`src/verilog/bsa_pkg.sv`:
```
// constants and types shared by the sixteen bit slice datapath
package bsa_pkg;
  localparam int          DW          = 16;
  localparam int          SW          = 4;
  localparam int          NSL         = 4;
  localparam int          AW          = 4;
  localparam int          IW          = 8;
  localparam int          CW          = 17;
  // timing: core clock period and one datapath cycle
  localparam int          CLK_NS      = 8;
  localparam int          CYCLE_NS    = 375;
  localparam int          LOW_NS      = 80;
  localparam int          CYCLE_CYC   = CYCLE_NS / CLK_NS;
  localparam int          LOW_CYC     = (LOW_NS + CLK_NS - 1) / CLK_NS;
  localparam int          HIGH_CYC    = CYCLE_CYC - LOW_CYC;
  localparam logic [5:0]  CNT_FALL    = 6'(HIGH_CYC - 1);
  localparam logic [5:0]  CNT_LAST    = 6'(CYCLE_CYC - 1);
  localparam logic [5:0]  CNT_RST     = 6'h00;
  // instruction field positions
  localparam int          I_SRC       = 0;
  localparam int          I_MOD       = 2;
  localparam int          I_FN        = 4;
  localparam int          I_DST       = 6;
  // control line positions
  localparam int          C_ASEL      = 0;
  localparam int          C_BSEL      = 1;
  localparam int          C_AMOD      = 2;
  localparam int          C_BMOD      = 4;
  localparam int          C_FN        = 6;
  localparam int          C_OSEL      = 8;
  localparam int          C_SHL       = 10;
  localparam int          C_SHR       = 11;
  localparam int          C_RWE       = 12;
  localparam int          C_QLD       = 13;
  localparam int          C_QSH       = 14;
  localparam int          C_SHOE      = 15;
  localparam int          C_ARITH     = 16;
  // operand stage codes
  localparam logic [1:0]  MOD_ZERO    = 2'h0;
  localparam logic [1:0]  MOD_ONE     = 2'h1;
  localparam logic [1:0]  MOD_TRUE    = 2'h2;
  localparam logic [1:0]  MOD_COMP    = 2'h3;
  // alu functions
  localparam logic [1:0]  FN_ADD      = 2'h0;
  localparam logic [1:0]  FN_AND      = 2'h1;
  localparam logic [1:0]  FN_OR       = 2'h2;
  localparam logic [1:0]  FN_XOR      = 2'h3;
  // output select
  localparam logic [1:0]  OSEL_ALU    = 2'h0;
  localparam logic [1:0]  OSEL_A      = 2'h1;
  localparam logic [1:0]  OSEL_B      = 2'h2;
  // destination codes
  localparam logic [1:0]  DST_RAM     = 2'h0;
  localparam logic [1:0]  DST_SHL     = 2'h1;
  localparam logic [1:0]  DST_SHR     = 2'h2;
  localparam logic [1:0]  DST_Q       = 2'h3;
  typedef enum logic [0:0] {
    PH_HIGH = 1'b0,
    PH_LOW  = 1'b1
  } bsa_phase_e;
endpackage

```
`src/verilog/bsa_regfile.sv`:
```
// sixteen word two port register file of one slice, registered reads
`timescale 1ns/1ps
module bsa_regfile
  import bsa_pkg::*;
(
  input  wire logic          core_clk,
  input  wire logic          we,
  input  wire logic [AW-1:0] addr_a,
  input  wire logic [AW-1:0] addr_b,
  input  wire logic [SW-1:0] wdata,
  output logic      [SW-1:0] rdata_a_q,
  output logic      [SW-1:0] rdata_b_q
);
  logic [SW-1:0] mem [0:(1<<AW)-1];

  // port a has no write path; all writes go through port b
  always_ff @(posedge core_clk) begin
    if (we) begin
      mem[addr_b] <= wdata;
    end
  end

  always_ff @(posedge core_clk) begin
    rdata_a_q <= mem[addr_a];
    rdata_b_q <= mem[addr_b];
  end
endmodule // bsa_regfile

```
`src/verilog/bsa_lookahead.sv`:
```
// carry look-ahead generator joining four slices
`timescale 1ns/1ps
module bsa_lookahead
  import bsa_pkg::*;
(
  input  wire logic [NSL-1:0] gen,
  input  wire logic [NSL-1:0] prop,
  input  wire logic           cin,
  output logic      [NSL:0]   carry
);
  always_comb begin
    carry[0] = cin;
    for (int k = 0; k < NSL; k++) begin
      carry[k+1] = gen[k] | (prop[k] & carry[k]);
    end
  end
endmodule // bsa_lookahead

```
`src/verilog/bsa_datapath.sv`:
```
// sixteen bit datapath of four four-bit slices with look-ahead carry
// Operation
// RULE_01 - sixteen bits from four slices plus look-ahead
// RULE_02 - controller drives instruction and register addresses
// RULE_03 - eight instruction lines decode to 17 controls
// RULE_04 - sixteen by four file, two simultaneous reads
// RULE_05 - port a read only, writes via port b
// RULE_06 - file written during low phase only
// RULE_07 - read latches transparent high, hold from fall
// RULE_08 - operand a data or a latch; b latch or q
// RULE_09 - each operand zero, one, true or complement; the decode gives a zero, true or complement and b true or complement only
// RULE_10 - overflow plus high and low zero detects
// RULE_11 - output mux picks alu, a latch, b latch
// RULE_12 - outputs drive only while enable low
// RULE_13 - ram shifter passes or shifts one bit
// RULE_14 - q loads alu result or shifts itself
// RULE_15 - two-way shift pins at both ends
// RULE_16 - q and ram shift same direction together
// RULE_17 - wire ram lsb out to q msb in
// RULE_18 - q master low phase, slave at rise
// RULE_19 - slices give generate and propagate outputs
// RULE_20 - one operation within a 375 ns cycle
`timescale 1ns/1ps
module bsa_datapath
  import bsa_pkg::*;
(
  input  wire logic           core_clk,
  input  wire logic           rst,
  input  wire logic [IW-1:0]  slice_instruction_inputs,
  input  wire logic [AW-1:0]  addr_a,
  input  wire logic [AW-1:0]  addr_b,
  input  wire logic [DW-1:0]  data_in,
  input  wire logic           carry_in,
  input  wire logic           clk_hold_high,
  input  wire logic           out_en_n,
  input  wire logic           ram_lsb_i,
  output logic                ram_lsb_o,
  output logic                ram_lsb_oe,
  input  wire logic           ram_msb_i,
  output logic                ram_msb_o,
  output logic                ram_msb_oe,
  input  wire logic           q_lsb_i,
  output logic                q_lsb_o,
  output logic                q_lsb_oe,
  input  wire logic           q_msb_i,
  output logic                q_msb_o,
  output logic                q_msb_oe,
  output logic      [DW-1:0]  data_out,
  output logic      [DW-1:0]  data_oe,
  output logic                overflow,
  output logic                zero,
  output logic                zero_n,
  output logic                carry_out,
  output logic      [NSL-1:0] slice_gen,
  output logic      [NSL-1:0] slice_prop,
  output logic                phase_low
);
  // instruction rom: eight lines in, seventeen control lines out
  function automatic logic [CW-1:0] bsa_decode(input logic [IW-1:0] ins);
    logic [CW-1:0] c;
    logic [1:0]    md;
    logic [1:0]    dst;
    c   = '0;
    md  = ins[I_MOD +: 2];
    dst = ins[I_DST +: 2];
    c[C_ASEL] = ins[I_SRC + 1];
    c[C_BSEL] = ins[I_SRC];
    unique case (md)
      2'h0: begin
        c[C_AMOD +: 2] = MOD_TRUE;
        c[C_BMOD +: 2] = MOD_TRUE;
      end
      2'h1: begin
        c[C_AMOD +: 2] = MOD_COMP;
        c[C_BMOD +: 2] = MOD_TRUE;
      end
      2'h2: begin
        c[C_AMOD +: 2] = MOD_TRUE;
        c[C_BMOD +: 2] = MOD_COMP;
      end
      2'h3: begin
        c[C_AMOD +: 2] = MOD_ZERO;
        c[C_BMOD +: 2] = MOD_TRUE;
      end
    endcase
    c[C_FN +: 2] = ins[I_FN +: 2];
    c[C_ARITH]   = (ins[I_FN +: 2] == FN_ADD);
    unique case (dst)
      DST_RAM: begin
        c[C_RWE]      = 1'b1;
        c[C_OSEL +: 2] = OSEL_ALU;
      end
      DST_SHL: begin
        c[C_RWE]      = 1'b1;
        c[C_QSH]      = 1'b1;
        c[C_SHL]      = 1'b1;
        c[C_SHOE]     = 1'b1;
        c[C_OSEL +: 2] = OSEL_A;
      end
      DST_SHR: begin
        c[C_RWE]      = 1'b1;
        c[C_QSH]      = 1'b1;
        c[C_SHR]      = 1'b1;
        c[C_SHOE]     = 1'b1;
        c[C_OSEL +: 2] = OSEL_A;
      end
      DST_Q: begin
        c[C_QLD]      = 1'b1;
        c[C_OSEL +: 2] = OSEL_B;
      end
    endcase
    return c;
  endfunction

  // zero, one, true or complement stage in front of the alu
  function automatic logic [DW-1:0] bsa_stage(input logic [1:0]    md,
                                              input logic [DW-1:0] v);
    logic [DW-1:0] r;
    r = '0;
    unique case (md)
      MOD_ZERO: r = '0;
      MOD_ONE:  r = '1;
      MOD_TRUE: r = v;
      MOD_COMP: r = ~v;
    endcase
    return r;
  endfunction

  bsa_phase_e    phase_q;
  logic [5:0]    cnt_q;
  logic          fall_evt;
  logic          rise_evt;
  logic [CW-1:0] ctl;
  logic [DW-1:0] rd_a;
  logic [DW-1:0] rd_b;
  logic [DW-1:0] lat_a_q;
  logic [DW-1:0] lat_b_q;
  logic [DW-1:0] lat_a;
  logic [DW-1:0] lat_b;
  logic [DW-1:0] q_master_q;
  logic [DW-1:0] q_q;
  logic [DW-1:0] opa;
  logic [DW-1:0] opb;
  logic [DW-1:0] alu_f;
  logic [DW:0]   cbit;
  logic [NSL:0]  cslice;
  logic [NSL-1:0] g_sl;
  logic [NSL-1:0] p_sl;
  logic [DW-1:0] ram_d;
  logic [DW-1:0] q_d;
  logic [DW-1:0] out_mux;
  logic          ram_we;

  assign ctl = bsa_decode(slice_instruction_inputs); // see RULE_03

  // cycle divider: high phase then low phase; hold keeps it high
  always_ff @(posedge core_clk) begin
    if (rst) begin
      cnt_q   <= CNT_RST;
      phase_q <= PH_HIGH;
    end else if (clk_hold_high && phase_q == PH_HIGH) begin
      cnt_q   <= CNT_RST; // see RULE_06
    end else if (cnt_q == CNT_LAST) begin
      cnt_q   <= CNT_RST; // see RULE_20
      phase_q <= PH_HIGH;
    end else begin
      cnt_q   <= cnt_q + 6'h01;
      if (fall_evt) begin
        phase_q <= PH_LOW;
      end
    end
  end

  assign fall_evt = (phase_q == PH_HIGH) && !clk_hold_high &&
                    (cnt_q == CNT_FALL);
  // commit only at the end of a real low phase
  assign rise_evt = (phase_q == PH_LOW) && (cnt_q == CNT_LAST);
  assign ram_we   = rise_evt && ctl[C_RWE]; // see RULE_06

  // one register file per slice, built by the generate loop
  genvar s;
  generate
    for (s = 0; s < NSL; s++) begin : g_slice
      logic [SW-1:0] a4;
      logic [SW-1:0] b4;
      logic [SW-1:0] gb;
      logic [SW-1:0] pb;
      logic [SW-1:0] cc;

      bsa_regfile u_rf (
        .core_clk  (core_clk),
        .we        (ram_we),
        .addr_a    (addr_a),
        .addr_b    (addr_b),
        .wdata     (ram_d[s*SW +: SW]),
        .rdata_a_q (rd_a[s*SW +: SW]),
        .rdata_b_q (rd_b[s*SW +: SW])
      ); // see RULE_04 see RULE_05

      assign a4 = opa[s*SW +: SW];
      assign b4 = opb[s*SW +: SW];
      assign gb = a4 & b4;
      assign pb = a4 | b4;

      // ripple inside the slice, look-ahead between slices
      // local carries keep each slice the only driver of its bits
      always_comb begin
        cc[0] = cslice[s];
        for (int k = 0; k < SW - 1; k++) begin
          cc[k+1] = gb[k] | (pb[k] & cc[k]);
        end
      end

      assign cbit[s*SW +: SW] = cc;

      assign g_sl[s] = gb[3] | (pb[3] & gb[2]) | (pb[3] & pb[2] & gb[1])
                     | (pb[3] & pb[2] & pb[1] & gb[0]); // see RULE_19
      assign p_sl[s] = &pb; // see RULE_19
    end
  endgenerate

  bsa_lookahead u_cla (
    .gen   (g_sl),
    .prop  (p_sl),
    .cin   (carry_in),
    .carry (cslice)
  ); // see RULE_01

  assign cbit[DW] = cslice[NSL];

  // transparent while high, frozen from the falling edge
  assign lat_a = (phase_q == PH_HIGH) ? rd_a : lat_a_q; // see RULE_07
  assign lat_b = (phase_q == PH_HIGH) ? rd_b : lat_b_q; // see RULE_07

  always_ff @(posedge core_clk) begin
    if (rst) begin
      lat_a_q <= '0;
      lat_b_q <= '0;
    end else if (phase_q == PH_HIGH) begin
      lat_a_q <= rd_a; // see RULE_07
      lat_b_q <= rd_b;
    end
  end

  // operand selection and the symmetric input stages
  always_comb begin
    opa = bsa_stage(ctl[C_AMOD +: 2],
                    ctl[C_ASEL] ? data_in : lat_a); // see RULE_08 see RULE_09
    opb = bsa_stage(ctl[C_BMOD +: 2],
                    ctl[C_BSEL] ? q_q : lat_b); // see RULE_08 see RULE_09
  end

  always_comb begin
    alu_f = '0;
    unique case (ctl[C_FN +: 2])
      FN_ADD: alu_f = opa ^ opb ^ cbit[DW-1:0]; // see RULE_01
      FN_AND: alu_f = opa & opb;
      FN_OR:  alu_f = opa | opb;
      FN_XOR: alu_f = opa ^ opb;
    endcase
  end

  // ram shifter: pass, or one place with the pin feeding the end
  always_comb begin
    ram_d = alu_f;
    if (ctl[C_SHL]) begin
      ram_d = {alu_f[DW-2:0], ram_lsb_i}; // see RULE_13 see RULE_15
    end else if (ctl[C_SHR]) begin
      ram_d = {ram_msb_i, alu_f[DW-1:1]}; // see RULE_13 see RULE_15
    end
  end

  // q shifter shares the ram shift controls
  always_comb begin
    q_d = q_q;
    if (ctl[C_QLD]) begin
      q_d = alu_f; // see RULE_14
    end else if (ctl[C_QSH] && ctl[C_SHL]) begin
      q_d = {q_q[DW-2:0], q_lsb_i}; // see RULE_14 see RULE_16
    end else if (ctl[C_QSH] && ctl[C_SHR]) begin
      q_d = {q_msb_i, q_q[DW-1:1]}; // see RULE_14 see RULE_16
    end
  end

  // master follows during low, slave takes it at the rise
  always_ff @(posedge core_clk) begin
    if (rst) begin
      q_master_q <= '0;
      q_q        <= '0;
    end else begin
      if (phase_q == PH_LOW) begin
        q_master_q <= q_d; // see RULE_18
      end
      if (rise_evt) begin
        q_q <= q_master_q; // see RULE_18
      end
    end
  end

  always_comb begin
    out_mux = alu_f;
    unique case (ctl[C_OSEL +: 2])
      OSEL_ALU: out_mux = alu_f; // see RULE_11
      OSEL_A:   out_mux = lat_a; // see RULE_11
      OSEL_B:   out_mux = lat_b; // see RULE_11
      default:  out_mux = alu_f;
    endcase
  end

  // registered pins; one cycle later than the internal buses
  always_ff @(posedge core_clk) begin
    if (rst) begin
      data_out <= '0;
      data_oe  <= '0;
    end else begin
      data_out <= out_mux;
      data_oe  <= {DW{!out_en_n}}; // see RULE_12
    end
  end

  always_ff @(posedge core_clk) begin
    if (rst) begin
      overflow  <= 1'b0;
      zero      <= 1'b0;
      zero_n    <= 1'b1;
      carry_out <= 1'b0;
      slice_gen <= '0;
      slice_prop <= '0;
      phase_low <= 1'b0;
    end else begin
      overflow  <= ctl[C_ARITH] & (cbit[DW] ^ cbit[DW-1]); // see RULE_10
      zero      <= (alu_f == '0); // see RULE_10
      zero_n    <= (alu_f != '0); // see RULE_10
      carry_out <= cslice[NSL];
      slice_gen <= g_sl; // see RULE_19
      slice_prop <= p_sl;
      phase_low <= (phase_q == PH_LOW);
    end
  end

  // shift pins: the end that shifts out drives, the other listens
  always_ff @(posedge core_clk) begin
    if (rst) begin
      ram_lsb_o  <= 1'b0;
      ram_lsb_oe <= 1'b0;
      ram_msb_o  <= 1'b0;
      ram_msb_oe <= 1'b0;
      q_lsb_o    <= 1'b0;
      q_lsb_oe   <= 1'b0;
      q_msb_o    <= 1'b0;
      q_msb_oe   <= 1'b0;
    end else begin
      ram_msb_o  <= alu_f[DW-1];
      ram_msb_oe <= ctl[C_SHOE] & ctl[C_SHL]; // see RULE_15
      ram_lsb_o  <= alu_f[0]; // see RULE_17
      ram_lsb_oe <= ctl[C_SHOE] & ctl[C_SHR]; // see RULE_15
      q_msb_o    <= q_q[DW-1];
      q_msb_oe   <= ctl[C_SHOE] & ctl[C_SHL]; // see RULE_16
      q_lsb_o    <= q_q[0];
      q_lsb_oe   <= ctl[C_SHOE] & ctl[C_SHR]; // see RULE_16
    end
  end
endmodule // bsa_datapath

```
`config.mk`:
```
export PLATFORM = sky130hd
export DESIGN_NAME = bsa_datapath
export DESIGN_NICKNAME = d
export VERILOG_FILES = /design/src/verilog/bsa_pkg.sv /design/src/verilog/bsa_regfile.sv /design/src/verilog/bsa_lookahead.sv /design/src/verilog/bsa_datapath.sv
export SDC_FILE = /design/constraint.sdc
export NUM_CORES = 1
export LEC_CHECK = 0
export BUFFER_PORTS_ARGS = -buffer_cell sky130_fd_sc_hd__buf_2
export CORE_UTILIZATION = 45
export DETAILED_ROUTE_END_ITERATION = 8
export SKIP_CTS_REPAIR_TIMING = 1
export SLEW_MARGIN = 20
export SYNTH_ARGS = -nofsm -noshare
export SYNTH_HDL_FRONTEND = slang
export SYNTH_HIERARCHICAL = 1
export SYNTH_SLANG_ARGS = --single-unit
export TNS_END_PERCENT = 30
```
`constraint.sdc`:
```
create_clock -name core_clk -period 11.6 [get_ports core_clk]
set_input_delay 1.74 -clock core_clk [delete_from_list [all_inputs] [get_ports core_clk]]
set_output_delay 1.74 -clock core_clk [all_outputs]
set_load 0.01 [all_outputs]
```
==> results.md <==
- The run finished with clean final reports.
- The row count is 76.
- The worst slew margin relative to its limit is 0.279.
- Counting flops with a built-in enable in the synthesized netlist gives approximately 260.
- The worst setup path category is primary input to register.
- For this block, the via count after detailed routing is 12,577.
- The power per standard cell area is 153 nW/um^2.
- Dividing the final minimum period by the clock period gives 0.560.
- From synthesis to final layout, the design area changed by 10.1%.
- Sorting the synthesized cells by how often they occur yields 256 x sky130_fd_sc_hd__edfxtp_1, 139 x sky130_fd_sc_hd__dfxtp_1, 113 x sky130_fd_sc_hd__nor2_1.
- The post-synthesis instance total is 1,486.
- The clock tree synthesis step divided the H-tree into 2 levels.
- STA classifies the critical path endpoint as a register.
- The placement-stage cell area is 20,700 sq um.
- The all-layer global routing usage is 0.222.
- In this run the worst path has a maximum fanout of 18.
- In the post-synthesis netlist, the biggest area contributors are sky130_fd_sc_hd__edfxtp_1 38%, sky130_fd_sc_hd__dfxtp_1 14%, sky130_fd_sc_hd__mux4_2 9.5%, sky130_fd_sc_hd__mux4_1 7.5%, sky130_fd_sc_hd__mux2i_1 3.6%.
- The internal power of the cells is 0.00251 W.
- The achievable frequency is 154 MHz.
- The first global-routing pass estimated approximately 75,000 um of wire.
- 0 antenna diodes ended up in the layout.
- The setup clock skew after layout is about 0.022 ns.
- Max-cap violations in this run came to 0.
- The worst-case IR drop observed on VDD is 0.000103 V.
- The finished layout holds about 2,100 standard cells, fillers aside.
- Clock tree synthesis selected as its root buffer the cell sky130_fd_sc_hd__clkbuf_16.
- The post-detailed-routing wire length is 48,600 um.
- In this run the tool buffered the top-level ports with between 90 and 100 buffer cells.
- The post-route cell area is 22,000 sq um.
- The total negative slack is 0 ns.
- The post-synthesis cell type count is 49.
- The most used flip-flop cell after synthesis is sky130_fd_sc_hd__edfxtp_1.
- The detailed-route DRC error count is 0.
- The maximum clock path buffer count is 3.
- The share of the synthesized area in the top cell type is 0.385.
- The die span in y is 213 um.
- The placed wire-length estimate after detailed placement is 32,800 um.
- Of all flip-flops after synthesis, the portion carrying an async set or reset was 0.
- between 90 and 100 I/O pins were placed.
- Buffers inserted during clock tree synthesis total between 40 and 50.
- The width of the chip is approximately 210 um.
- Setup repair after global routing left no endpoint under its margin.
- The global routing met3 resource utilization is 0.0382.
- The congestion estimate from routability-driven global placement came to ~0.9.
- The total leakage power is around 7.9 nW.
- The biggest area consumer among synthesized cells is sky130_fd_sc_hd__edfxtp_1.
- The critical path startpoint category is a primary input.
- After clock tree synthesis, the clock-pin slew on the worst setup and hold paths is roughly 0.060 ns.
- At the pin with the least slew margin, the transition time is about 1.1 ns.
- The first routing iteration left 1,043 violations.
- Setup violations remaining at the end of the flow were counted as 0.
- Summed over all nets, the switching power comes to about 0.00086 W.
- The pin count of the biggest net entering global routing is between 60 and 70.
- The required time at the worst-slack endpoint is 11.82 ns.
- The clock period could shrink to about 6.5 ns.
- In the global route stage, met2 resource usage came out at 0.341.
- The clock drives between 300 and 400 sinks.
- The routed length per placed instance is about 23 um.
- The count of final max-slew check failures came to 0.
- The placeable core area is roughly 43,000 sq um.
- For met1 alone, demand over resource in global routing was 0.317.
- The initial utilization of the core area, before any placement, comes to 0.460.
- In the final layout, the share of cells above drive strength 1 is 0.199.
- The via count of the first global-routing pass was roughly 12,000.
- The share of total power dissipated in sequential elements is 0.474.
- In the routed layout, each cell is associated on average with a via count of just under 6.
- The flip-flop and latch count after synthesis is about 400.
- The switching portion of total power is 0.255.
- The synthesized net count is approximately 1,600.
- The pre-antenna-repair detailed-routing pass consisted of 5 iterations.
- The leading cell type by number of instances after synthesis is sky130_fd_sc_hd__edfxtp_1.
- After synthesis the cells add up to 20,000 sq um.
- The post-synthesis area per instance is ~13 sq um.
- The total congestion overflow is 0.
- Of the synthesized area, sequential elements account for 0.524.
- The arrival time at the worst endpoint is ~6.7 ns.
- The clock insertion delay at the later pin of the skew report is around 0.56 ns.
- During synthesis, Yosys emitted a total of 6 warnings.
- The count of placed standard cells including taps is just over 2,000.
- The hold violation total from the final report is 0.
- At the end of the flow the core is filled with cells to 0.506.
- The number of antenna violations at the first check in global routing is 1.
- The final layout contains 1,615 nets.
- The post-route antenna net violation count is 0.
- The share of power burned in the clock network is 0.379.
- The clock tree from TritonCTS is built.
- In this run the most used layer during global routing was met2.
- The worst hold path belongs to the class register to register.
- The die covers 45,200 sq um.
- The share of total power dissipated in combinational logic is 0.147.
[cell type report]
class	count	area, sq um
inverters	61	229
repair buffers	108	588
clock buffers	55	1120
well taps	585	732
fillers	3686	21500
clock inverters	17	164
flip-flops and latches	395	10500
multi-input cells	916	8680
[metal layers]
| layer | up-vias | part of all wire | routed length, um |
|---|---|---|---|
| met1 | 6330 | 0.45 | 21800 |
| met3 | 77 | 0.067 | 3250 |
| li1 | 5694 | - | - |
| met4 | 2 | 0.029 | 1420 |
| met5 | - | 0.00027 | 13 |
| met2 | 474 | 0.46 | 22100 |
[flip-flops by register name (all words and copies together), names as in the netlist, 4 cells and up]
name / count
slice_prop: 4
data_out: 16
g_slice.u_rf/rdata_b_q: 16
q_master_q: 16
slice_gen: 4
cnt_q: 6
g_slice.u_rf/rdata_a_q: 16
g_slice.u_rf/mem: 256
q_q: 16
lat_a_q: 16
lat_b_q: 16
[cells in the final DEF (no fill, tap or decap), types with 57 or more instances in the layout]
cell type	count
sky130_fd_sc_hd__edfxtp_1	256
sky130_fd_sc_hd__dfxtp_1	138
sky130_fd_sc_hd__nor2_1	113
sky130_fd_sc_hd__nand2_1	104
sky130_fd_sc_hd__buf_2	89
sky130_fd_sc_hd__mux4_2	84
sky130_fd_sc_hd__mux2i_1	72
sky130_fd_sc_hd__nand3_1	69
sky130_fd_sc_hd__nor2b_1	66
sky130_fd_sc_hd__mux4_1	57
[path summary, 6_finish.rpt]
check | startpoint | end | depth (start not counted) | slack [ns]
worst max-delay path | slice_instruction_inputs[2] | g_slice[3].u_rf/mem[7][3] | 19 | 5.10
worst min-delay path | q_master_q[14] | q_q[14] | 2 | 0.45
worst max register to register | phase_q | g_slice[3].u_rf/mem[7][3] | 17 | 5.27
worst min register to register | q_master_q[14] | q_q[14] | 2 | 0.45
[worst max-delay path, cell delays in order]
cell                       delay (ns)
sky130_fd_sc_hd__buf_2           0.21
sky130_fd_sc_hd__nand2b_1        0.47
sky130_fd_sc_hd__mux2_2          0.29
sky130_fd_sc_hd__inv_1           0.07
sky130_fd_sc_hd__ha_1            0.22
sky130_fd_sc_hd__a21oi_1         0.13
sky130_fd_sc_hd__o21bai_1        0.07
sky130_fd_sc_hd__nand2_1         0.09
sky130_fd_sc_hd__nand2_1         0.06
sky130_fd_sc_hd__a21o_1          0.20
sky130_fd_sc_hd__a21o_1          0.22
sky130_fd_sc_hd__a21o_1          0.20
sky130_fd_sc_hd__fa_1            0.46
sky130_fd_sc_hd__fa_1            0.42
sky130_fd_sc_hd__fa_1            0.44
sky130_fd_sc_hd__xor2_1          0.18
sky130_fd_sc_hd__mux4_2          0.36
sky130_fd_sc_hd__mux2i_1         0.10
sky130_fd_sc_hd__o21ai_1         0.78
[cell families after synthesis]
family | Yosys count | synth area share
adder cells (fa/ha/maj) | 51 | 0.0365
XOR/XNOR | 24 | 0.0105
flip-flops | 395 | 0.524
AO/OA/AOI/OAI | 165 | 0.0524
buffers and inverters | 175 | 0.0438
AND/OR/NAND/NOR | 411 | 0.0976
multiplexers | 265 | 0.235
[power by group through the flow]
stage               registers [W]  logic, W  clock network [W]
finish                    0.00160  0.000496            0.00128
global route              0.00160  0.000544            0.00136
CTS                       0.00160  0.000492            0.00131
detailed placement        0.00163  0.000489                  0
global placement          0.00163  0.000481                  0
floorplan                 0.00163  0.000334                  0
[stage by stage]
stage	hold slack [ns]	setup WS, ns	total power, W
after floorplan	0.432	5.04	0.00196
after global placement	0.436	4.73	0.00211
after detailed placement	0.443	4.51	0.00212
after CTS	0.449	5.07	0.00340
after global routing	0.468	4.74	0.00350
final	0.449	5.10	0.00337
Power figures use the tool's default switching activity.
